[src/design/psl_params.svh]
// Register offsets, field positions, reset values and timing counts for the lamp block.
`ifndef PSL_PARAMS_SVH
`define PSL_PARAMS_SVH
// ==========================================================================
// Register word indices; the byte address is four times the index.
`define PSL_IDX_STATUS      8'h17
`define PSL_IDX_SOURCE      8'h18
`define PSL_IDX_POLFORCE    8'h19
`define PSL_IDX_BLINK       8'h1a
`define PSL_IDX_IRQ_STATUS  8'h1b
`define PSL_IDX_IRQ_MASK    8'h1c
// ==========================================================================
// Reset values.
`define PSL_RST_SOURCE      16'h6150
`define PSL_RST_POLFORCE    16'h4444
`define PSL_RST_BLINK       2'h2
// ==========================================================================
// Status word bit positions.
`define PSL_ST_PD_FOUND     15
`define PSL_ST_PD_NOSIG     14
`define PSL_ST_PD_TIMEOUT   13
`define PSL_ST_PD_OTHER     12
`define PSL_ST_PAT_LOCK     11
`define PSL_ST_PAT_LOST     10
`define PSL_ST_GEN_ACTIVE   9
`define PSL_ST_LEG_MASTER   8
`define PSL_ST_LEG_SLAVE    7
`define PSL_ST_CORE_AWAKE   6
// ==========================================================================
// Polarity and force bit offsets inside each 4-bit lamp nibble.
`define PSL_PF_FORCE_ON     0
`define PSL_PF_FORCE_VAL    1
`define PSL_PF_ACT_HIGH     2
`define PSL_POL_MASK        16'h7777
// ==========================================================================
// Blink half periods in milliseconds and the clock rate.
`define PSL_CLK_HZ          200000000
`define PSL_BLINK_MS_0      50
`define PSL_BLINK_MS_1      100
`define PSL_BLINK_MS_2      200
`define PSL_BLINK_MS_3      500
`endif

[src/design/psl_pkg.sv]
// Types shared by the lamp status and control block.
package psl_pkg;
  // Lamp source codes.
  typedef enum logic [3:0] {
    PSL_SRC_LINK      = 4'h0,
    PSL_SRC_ACT       = 4'h1,
    PSL_SRC_TX        = 4'h2,
    PSL_SRC_RX        = 4'h3,
    PSL_SRC_COL       = 4'h4,
    PSL_SRC_L1000     = 4'h5,
    PSL_SRC_L100      = 4'h6,
    PSL_SRC_L10       = 4'h7,
    PSL_SRC_L10_100   = 4'h8,
    PSL_SRC_L100_1000 = 4'h9,
    PSL_SRC_FDX       = 4'ha,
    PSL_SRC_LINK_BLK  = 4'hb,
    PSL_SRC_NONE      = 4'hc,
    PSL_SRC_TXRX_ERR  = 4'hd,
    PSL_SRC_RX_ERR    = 4'he,
    PSL_SRC_RSVD      = 4'hf
  } psl_src_t;
  // Link conditions from the datapaths.
  typedef struct packed {
    logic link_good;
    logic tx_act;
    logic rx_act;
    logic collision;
    logic up_1000;
    logic up_100;
    logic up_10;
    logic full_duplex;
    logic tx_err;
    logic rx_err;
  } psl_link_t;
  // Status conditions; events are one-cycle pulses, the rest levels.
  typedef struct packed {
    logic powered_dev_found;
    logic powered_dev_no_signal;
    logic powered_dev_timeout;
    logic powered_dev_absent_other;
    logic pattern_checker_locked;
    logic pattern_checker_lost;
    logic traffic_gen_active;
    logic legacy_code_master;
    logic legacy_code_slave;
    logic core_awake;
  } psl_stat_t;
endpackage

[src/design/psl_lamp_ctrl.sv]
// PHY status word and four-lamp source, polarity and force control.
// Function
// Bit 15 sets on powered device, read clears
// Bit 14 sets on no signal, read clears
// Bit 13 sets on watchdog expiry, read clears
// Bit 12 sets on non-powered partner, read clears
// Bit 11 shows pattern checker lock live
// Bit 10 latches lock loss, read clears
// Bit 9 shows traffic generator active
// Bit 8 shows master legacy scrambler mode
// Bit 7 shows slave legacy scrambler mode
// Bit 6 shows core awake, resets one
// Four-bit code selects each lamp source
// Four source fields, word resets 0x6150
// Per-lamp polarity bit, strap sets reset
// Bit 12 forces aux lamp to bit 13
// Bit 8 forces lamp 2 to bit 9
// Bit 4 forces lamp 1 to bit 5
// Bit 0 forces lamp 0 to bit 1
// Blink period 50/100/200/500 ms, default 200
// Polarity applied after selection and forcing
//
// Added by the designer: register access over Wishbone.
`timescale 1ns/1ps
`include "psl_params.svh"
module psl_lamp_ctrl #(
  parameter int CLK_HZ = `PSL_CLK_HZ
) (
  input  wire logic              clk_sys,     // System clock.
  input  wire logic              reset_n,     // Asynchronous active-low reset.
  input  wire logic              clk_en,      // Freezes all state but the reset synchroniser while low.
  input  wire logic              wb_cyc_i,    // Wishbone cycle.
  input  wire logic              wb_stb_i,    // Wishbone strobe.
  input  wire logic              wb_we_i,     // Wishbone write enable.
  input  wire logic [7:0]        wb_adr_i,    // Wishbone byte address.
  input  wire logic [3:0]        wb_sel_i,    // Wishbone byte selects.
  input  wire logic [31:0]       wb_dat_i,    // Wishbone write data.
  output logic      [31:0]       wb_dat_o,    // Wishbone read data.
  output logic                   wb_ack_o,    // Wishbone acknowledge.
  input  wire psl_pkg::psl_stat_t stat_i,     // Status conditions.
  input  wire psl_pkg::psl_link_t link_i,     // Link conditions.
  input  wire logic [3:0]        strap_pol,   // Polarity straps, lamp 3 is aux.
  input  wire logic              strap_valid, // Straps apply when high.
  output logic      [3:0]        lamp_o,      // Lamp pins, bit 3 is aux lamp.
  output logic                   irq_o        // Level interrupt.
);
  // ==========================================================================
  // Elaboration checks and blink counts.
  localparam int BLK0 = CLK_HZ / 1000 * `PSL_BLINK_MS_0;
  localparam int BLK1 = CLK_HZ / 1000 * `PSL_BLINK_MS_1;
  localparam int BLK2 = CLK_HZ / 1000 * `PSL_BLINK_MS_2;
  localparam int BLK3 = CLK_HZ / 1000 * `PSL_BLINK_MS_3;
  // The blink counter is 28 bits wide, so the slowest period must fit in it,
  // and the millisecond scaling needs at least one cycle per millisecond.
  if (CLK_HZ < 1000) begin : g_clk_slow
    $error("psl_lamp_ctrl: CLK_HZ below 1000");
  end
  if (BLK3 >= 2**28) begin : g_clk_fast
    $error("psl_lamp_ctrl: CLK_HZ too high for the blink counter");
  end

  // ==========================================================================
  // Reset synchroniser.
  // The pin reset enters at once but leaves through two flops, so every
  // register below comes out of reset on one clean edge even when the pin
  // is released close to the clock.
  logic rst_s1_r;
  logic rst_s2_r;
  always_ff @(posedge clk_sys or negedge reset_n) begin
    if (!reset_n) begin
      rst_s1_r <= 1'b0;
      rst_s2_r <= 1'b0;
    end else begin
      rst_s1_r <= 1'b1;
      rst_s2_r <= rst_s1_r;
    end
  end
  wire logic rst_n = rst_s2_r;

  // ==========================================================================
  // Register state.
  logic [15:0] src_r, src_nxt;
  logic [15:0] pf_r, pf_nxt;
  logic [1:0]  blink_r, blink_nxt;
  logic [5:0]  sticky_r, sticky_nxt;
  logic [5:0]  irq_st_r, irq_st_nxt;
  logic [5:0]  irq_mk_r, irq_mk_nxt;
  logic        strap_done_r, strap_done_nxt;
  logic        ack_nxt;
  logic [31:0] rdat_nxt;
  logic [27:0] bcnt_r, bcnt_nxt;
  logic        bph_r, bph_nxt;
  logic [3:0]  lamp_nxt;
  logic        irq_nxt;

  // Request decode: a new access is taken when no acknowledge is pending.
  // Gating on the pending acknowledge keeps a master that holds its strobe
  // through the acknowledge cycle from being taken twice; a second status
  // read would otherwise clear flags that nobody has seen.
  logic        req;
  logic        wr;
  logic        rd;
  logic [5:0]  idx;
  logic [15:0] wmask;
  logic [5:0]  events;
  logic [15:0] status_word;
  assign req   = wb_cyc_i && wb_stb_i && !wb_ack_o;
  assign wr    = req && wb_we_i;
  assign rd    = req && !wb_we_i;
  assign idx   = wb_adr_i[7:2];
  assign wmask = {{8{wb_sel_i[1]}}, {8{wb_sel_i[0]}}};

  // Event pulses in sticky order: found, nosig, timeout, other, lost.
  // Bit 0 of the sticky and interrupt vectors is spare and stays zero.
  // An event that lasts several cycles simply sets its flag again each cycle.
  assign events = {stat_i.powered_dev_found, stat_i.powered_dev_no_signal,
                   stat_i.powered_dev_timeout, stat_i.powered_dev_absent_other,
                   stat_i.pattern_checker_lost, 1'b0};

  // Live status word assembled from sticky flags and live levels.
  // Bits 5 to 0 are reserved and read zero; the live levels are not
  // latched, so a read shows them as they stand in the cycle of the request.
  always_comb begin
    status_word = 16'h0000;
    status_word[`PSL_ST_PD_FOUND]   = sticky_r[5];
    status_word[`PSL_ST_PD_NOSIG]   = sticky_r[4];
    status_word[`PSL_ST_PD_TIMEOUT] = sticky_r[3];
    status_word[`PSL_ST_PD_OTHER]   = sticky_r[2];
    status_word[`PSL_ST_PAT_LOCK]   = stat_i.pattern_checker_locked;
    status_word[`PSL_ST_PAT_LOST]   = sticky_r[1];
    status_word[`PSL_ST_GEN_ACTIVE] = stat_i.traffic_gen_active;
    status_word[`PSL_ST_LEG_MASTER] = stat_i.legacy_code_master;
    status_word[`PSL_ST_LEG_SLAVE]  = stat_i.legacy_code_slave;
    status_word[`PSL_ST_CORE_AWAKE] = stat_i.core_awake;
  end

  // Next values of the register file and the bus answer.
  // The read word is prepared every cycle for the addressed register and
  // captured with the acknowledge; besides events and the strap capture, only a taken request changes state.
  // Unmapped indices answer with zero and ignore writes, and the status
  // word is read-only, so a write there is dropped without an error.
  always_comb begin
    src_nxt        = src_r;
    pf_nxt         = pf_r;
    blink_nxt      = blink_r;
    irq_mk_nxt     = irq_mk_r;
    strap_done_nxt = 1'b1;
    ack_nxt        = req;
    rdat_nxt       = 32'h0000_0000;
    sticky_nxt     = sticky_r;
    irq_st_nxt     = irq_st_r;
    // Polarity straps are caught once after reset release.
    // A write to the polarity word in that same cycle overrides the straps.
    if (!strap_done_r && strap_valid) begin
      pf_nxt[14] = strap_pol[3];
      pf_nxt[10] = strap_pol[2];
      pf_nxt[6]  = strap_pol[1];
      pf_nxt[2]  = strap_pol[0];
    end
    if (idx == `PSL_IDX_STATUS) begin
      rdat_nxt = {16'h0000, status_word};
      if (rd) begin
        sticky_nxt = 6'h00;
      end
    end else if (idx == `PSL_IDX_SOURCE) begin
      rdat_nxt = {16'h0000, src_r};
      if (wr) begin
        src_nxt = (src_r & ~wmask) | (wb_dat_i[15:0] & wmask);
      end
    end else if (idx == `PSL_IDX_POLFORCE) begin
      rdat_nxt = {16'h0000, pf_r};
      if (wr) begin
        pf_nxt = (pf_r & ~(wmask & `PSL_POL_MASK))
                 | (wb_dat_i[15:0] & wmask & `PSL_POL_MASK);
      end
    end else if (idx == `PSL_IDX_BLINK) begin
      rdat_nxt = {30'h0000_0000, blink_r};
      if (wr && wb_sel_i[0]) begin
        blink_nxt = wb_dat_i[1:0];
      end
    end else if (idx == `PSL_IDX_IRQ_STATUS) begin
      // Same layout as the status word: bits 15 to 12 and bit 10.
      rdat_nxt = {16'h0000, irq_st_r[5:2], 1'b0, irq_st_r[1], 10'h000};
      if (wr && wb_sel_i[1]) begin
        irq_st_nxt = irq_st_r & ~{wb_dat_i[15:12], wb_dat_i[10], 1'b0};
      end
    end else if (idx == `PSL_IDX_IRQ_MASK) begin
      // Same layout as the status word: bits 15 to 12 and bit 10.
      rdat_nxt = {16'h0000, irq_mk_r[5:2], 1'b0, irq_mk_r[1], 10'h000};
      if (wr && wb_sel_i[1]) begin
        irq_mk_nxt = {wb_dat_i[15:12], wb_dat_i[10], 1'b0};
      end
    end
    // Hardware events win over any clear in the same cycle.
    sticky_nxt = sticky_nxt | events;
    irq_st_nxt = irq_st_nxt | events;
  end

  // Register file and bus answer.
  // A low clock enable freezes every register, the acknowledge included.
  always_ff @(posedge clk_sys or negedge rst_n) begin
    if (!rst_n) begin
      src_r        <= `PSL_RST_SOURCE;
      pf_r         <= `PSL_RST_POLFORCE;
      blink_r      <= `PSL_RST_BLINK;
      sticky_r     <= 6'h00;
      irq_st_r     <= 6'h00;
      irq_mk_r     <= 6'h00;
      strap_done_r <= 1'b0;
      wb_ack_o     <= 1'b0;
      wb_dat_o     <= 32'h0000_0000;
    end else if (clk_en) begin
      src_r        <= src_nxt;
      pf_r         <= pf_nxt;
      blink_r      <= blink_nxt;
      sticky_r     <= sticky_nxt;
      irq_st_r     <= irq_st_nxt;
      irq_mk_r     <= irq_mk_nxt;
      strap_done_r <= strap_done_nxt;
      wb_ack_o     <= ack_nxt;
      wb_dat_o     <= rdat_nxt;
    end
  end

  // ==========================================================================
  // Blink timer: the phase toggles once every selected period.
  // A shorter period selected while the count is past its new end toggles
  // the phase on the next edge and starts over, so no stale count lingers.
  // Lowering CLK_HZ shortens every period in proportion for simulation.
  logic [27:0] blink_max;
  always_comb begin
    case (blink_r)
      2'h0:    blink_max = 28'(BLK0 - 1);
      2'h1:    blink_max = 28'(BLK1 - 1);
      2'h2:    blink_max = 28'(BLK2 - 1);
      default: blink_max = 28'(BLK3 - 1);
    endcase
    bcnt_nxt = bcnt_r + 28'h000_0001;
    bph_nxt  = bph_r;
    if (bcnt_r >= blink_max) begin
      bcnt_nxt = 28'h000_0000;
      bph_nxt  = !bph_r;
    end
  end

  always_ff @(posedge clk_sys or negedge rst_n) begin
    if (!rst_n) begin
      bcnt_r <= 28'h000_0000;
      bph_r  <= 1'b0;
    end else if (clk_en) begin
      bcnt_r <= bcnt_nxt;
      bph_r  <= bph_nxt;
    end
  end

  // ==========================================================================
  // Lamp source selection, forcing and polarity.
  function automatic logic pick(input logic [3:0] code, input psl_pkg::psl_link_t l,
                                input logic ph);
    logic v;
    v = 1'b0;
    case (psl_pkg::psl_src_t'(code))
      psl_pkg::PSL_SRC_LINK:      v = l.link_good;
      psl_pkg::PSL_SRC_ACT:       v = l.tx_act | l.rx_act;
      psl_pkg::PSL_SRC_TX:        v = l.tx_act;
      psl_pkg::PSL_SRC_RX:        v = l.rx_act;
      psl_pkg::PSL_SRC_COL:       v = l.collision;
      psl_pkg::PSL_SRC_L1000:     v = l.link_good & l.up_1000;
      psl_pkg::PSL_SRC_L100:      v = l.link_good & l.up_100;
      psl_pkg::PSL_SRC_L10:       v = l.link_good & l.up_10;
      psl_pkg::PSL_SRC_L10_100:   v = l.link_good & (l.up_10 | l.up_100);
      psl_pkg::PSL_SRC_L100_1000: v = l.link_good & (l.up_100 | l.up_1000);
      psl_pkg::PSL_SRC_FDX:       v = l.full_duplex;
      psl_pkg::PSL_SRC_LINK_BLK:  v = l.link_good & !((l.tx_act | l.rx_act) & ph);
      psl_pkg::PSL_SRC_TXRX_ERR:  v = l.tx_err | l.rx_err;
      psl_pkg::PSL_SRC_RX_ERR:    v = l.rx_err;
      default:                    v = 1'b0;
    endcase
    return v;
  endfunction

  // Each lamp nibble of the polarity word sits at the lamp index times four.
  // Forcing replaces the logical on value and polarity is applied last, so a
  // forced one lights the lamp whatever level the lamp is wired for.
  // Lamp 3 is the auxiliary lamp, matching the top nibble of both words.
  always_comb begin
    lamp_nxt = 4'h0;
    for (int i = 0; i < 4; i++) begin
      logic on;
      on = pick(src_r[4*i +: 4], link_i, bph_r);
      if (pf_r[4*i + `PSL_PF_FORCE_ON]) begin
        on = pf_r[4*i + `PSL_PF_FORCE_VAL];
      end
      lamp_nxt[i] = pf_r[4*i + `PSL_PF_ACT_HIGH] ? on : !on;
    end
    irq_nxt = |(irq_st_r & irq_mk_r);
  end

  // Lamp pins and interrupt come straight from flip-flops.
  // Registering both keeps decode glitches off the pins and off the
  // interrupt line, at the cost of one cycle of delay.
  always_ff @(posedge clk_sys or negedge rst_n) begin
    if (!rst_n) begin
      lamp_o <= 4'h0;
      irq_o  <= 1'b0;
    end else if (clk_en) begin
      lamp_o <= lamp_nxt;
      irq_o  <= irq_nxt;
    end
  end
endmodule // psl_lamp_ctrl

[config.mk]
export PLATFORM = sky130hd
export DESIGN_NAME = psl_lamp_ctrl
export DESIGN_NICKNAME = d
export VERILOG_FILES = /design/src/design/psl_pkg.sv /design/src/design/psl_lamp_ctrl.sv
export VERILOG_INCLUDE_DIRS = /design/src /design/src/design
export SDC_FILE = /design/constraint.sdc
export NUM_CORES = 1
export LEC_CHECK = 0
export ABC_CLOCK_PERIOD_IN_PS = 6200
export BUFFER_PORTS_ARGS = -buffer_cell sky130_fd_sc_hd__buf_2
export CORE_MARGIN = 1
export CORE_UTILIZATION = 45
export CTS_BUF_LIST = sky130_fd_sc_hd__clkbuf_8
export DETAILED_ROUTE_END_ITERATION = 16
export PLACE_DENSITY = 0.67
export SLEW_MARGIN = 20
export SYNTH_ARGS = -nofsm -noshare
export SYNTH_HDL_FRONTEND = slang
export SYNTH_SLANG_ARGS = --single-unit
[constraint.sdc]
create_clock -name clk_sys -period 6.2 [get_ports clk_sys]
set_input_delay 0 -clock clk_sys [delete_from_list [all_inputs] [get_ports clk_sys]]
set_output_delay 0 -clock clk_sys [all_outputs]
set_load 0.02 [all_outputs]
==> results_dict.tcl <==
set metrics [dict create \
    status "completed" \
    reg2reg_slack_ns 2.53 \
    synth-async-reset-ratio_pct 100.0 \
    gp_congestion 0.9089 \
    grt_setup_unrepaired "no" \
    synth_top_cell_by_area "dfrtp_1" \
    cts_tree "built" \
    htreeDepth 3 \
    p_leak_nw 3.221 \
    slew_headroom_pct 25.81 \
    grt.met2_usage_pct 37.64 \
    fin_worst_skew_ns 0.01324 \
    startpoint_type "flop" \
    final_area_mm2 0.007164 \
    fin_crit_sh_pct 59.22 \
    clock-sinks 99 \
    slew_violations 0 \
    synth_edf_count 0 \
    criticalPathCategory "reg2reg" \
    pin_count 113 \
    fin_tns_setup_ns 0 \
    cpPeakStageDelay_ns 0.75 \
    place_area_mm2 0.006654 \
    synthCells 643 \
    post-route-min-period_ns 3.671 \
    area_delta_synth_final_pct 15.05 \
    yosys_warnings 0 \
    grt_use_total_pct 23.82 \
    synth_seq_cells 99 \
    setup_viol 0 \
    grt_pass1_wl_um 26770 \
    grt_antenna_before_repair 0 \
    synth_top_cell_area_share_pct 35.76 \
    drt-initial-drc-count 381 \
    grt_pass1_vias 5173 \
    first_pass_iters 5 \
    dpl.hpwl_um 11550 \
    viasPerCell 5.826 \
    grt.busiest_layer "met2" \
    worstMarginPinSlew_ns 1.104 \
    n_antenna_cell 0 \
    cp_slowest_cell "o22ai_1" \
    ant_nets 0 \
    path_cells "inv_1 > ha_1 > inv_1 > ha_1 > a211o_1 > a211o_1 > o22ai_1 > a31oi_1 > buf_4 > nor2_1" \
    vdd_drop_max_mv 0.1353 \
    power_density_mw_per_mm2 196.6 \
    yosysUniqueCellTypes 65 \
    crit_buf_inv 3 \
    grt.overflow.total 0 \
    fin_hold_ws_ns 0.01131 \
    core_mm2 0.01335 \
    synth_area_mm2 0.006227 \
    fp.dieW_um 119.6 \
    hold_violations 0 \
    wire_per_inst_um 17.72 \
    cts_root_buf "clkbuf_8" \
    cp_top_family "compound AO/OA/AOI/OAI gates" \
    ctsResizeCount 0 \
    clockBufferDepth 2 \
    netlist_top_cells_area "dfrtp_1 36%, mux2_2 6.1%, ha_1 5.2%" \
    synth_ff_type "dfrtp_1" \
    rows 42 \
    numCtsBuffers 9 \
    dieHeight_um 119.6 \
    finalWirelength_um 16230 \
    drc 0 \
    clock_latency_ns 0.39 \
    crit_path_max_fanout 13 \
    vias 5337 \
    drive_gt1_share_pct 21.35 \
    critical_path_arrival_ns 3.99 \
    drv_cap 0 \
    initial_core_util_pct 46.65 \
    die-area_mm2 0.01431 \
    worstPathRequired_ns 6.52 \
    max_freq_mhz 272.4 \
    layout.nets 836 \
    hold_path.class "in2reg" \
    port_buffers 76 \
    met1_usage_pct 32.82 \
    filler_cell_count 1200 \
    cp-end-kind "flop" \
    cts.clk_slew.worst_paths_ns 0.11 \
    ys_seq_area_share_pct 39.98 \
    syn-mean-instance-area_um2 9.685 \
    use_met3_pct 4.040 \
    grt_max_degree 79 \
]
## per-stage QoR
step	std cells	power, mW	utilization, %	setup WS, ns
floorplan	658	0.9105	-	3.256
global placement	868	0.9766	49.85	2.659
detailed placement	868	0.9872	49.85	2.576
CTS	916	1.413	53.65	2.575
global route	916	1.479	53.67	2.213
finish	916	1.409	53.67	2.529
## cell usage after synthesis (14+ instances only)
| cell type | n |
|---|---|
| nand3_1 | 25 |
| buf_4 | 19 |
| xor2_1 | 19 |
| nor2_1 | 46 |
| nand2_1 | 62 |
| o21ai_0 | 28 |
| mux2_2 | 34 |
| dfrtp_1 | 89 |
| nand4_1 | 15 |
| ha_1 | 26 |
| nor3_1 | 14 |
| nand2b_1 | 14 |
| inv_1 | 28 |
## report_power, final
part	leakage, nW	switching (mW)	internal [mW]	total [mW]
clock	0.103	0.235	0.183	0.418
combinational	1.89	0.153	0.103	0.255
sequential	1.23	0.0460	0.689	0.735
total	3.22	0.434	0.975	1.41
## cell type report
cell class              instances  area, µm²  area share (%)
multi-input cells             485       3425           47.80
repair buffers                112      734.5           10.25
inverters                      28      105.1           1.467
clock inverters                 7      62.56          0.8732
clock buffers                   9      123.9           1.729
flip-flops and latches         99       2494           34.81
well taps                     176      220.2           3.074
## timing repair
| item | 4_1_cts | 5_1_grt |
|---|---|---|
| hold endpoints to repair | 50 | 0 |
| hold buffers | 32 | 0 |
| setup buffers | 0 | 0 |
## metal layers
layer	routed length [µm]	up-vias
li1	-	2536
met1	7448	2592
met2	7556	190
met3	955	19
met4	273	0
met5	0	-
## cell usage in the layout (no fill, tap or decap), drive strengths merged, types with 17 or more instances in the layout
cell type / count
nand3: 26
o21ai: 28
buf: 80
dfrtp: 89
inv: 31
nor2: 48
ha: 26
dlygate4sd3: 32
nand2: 63
xor2: 19
mux2: 34
conb: 17
## worst paths after layout
check / startpoint / to / depth (start not counted)
setup / recovery: blink_r[1] / bcnt_r[14] / 10
setup reg to reg: blink_r[1] / bcnt_r[14] / 10
max in group asynchronous: rst_n / lamp_o[1] / 1
hold / removal: strap_pol[3] / flop / 4
min in group asynchronous: rst_n / wb_dat_o[8] / 0
hold reg to reg: rst_n / wb_dat_o[8] / 0
## worst register-to-register path: stages (launching register included)
cell	delay, ns
dfstp_2	0.59
inv_1	0.13
ha_1	0.26
inv_1	0.11
ha_1	0.26
a211o_1	0.29
a211o_1	0.22
o22ai_1	0.75
a31oi_1	0.52
buf_4	0.35
nor2_1	0.13
## cell families (layout without fill, tap and decap cells)
kind of cell,count (synthesis),after routing,share of synthesized area [%]
AOI/OAI and AO/OA,139,139,16.25
xor gates and xnor gates,22,22,3.094
adders and majority gates,26,26,5.224
buffers and inverters,74,156,5.927
DFF,99,99,39.98
muxes,44,44,7.756
other,2,17,0.1206
and+or+nand+nor,237,237,21.64
Power figures use the tool's default switching activity.
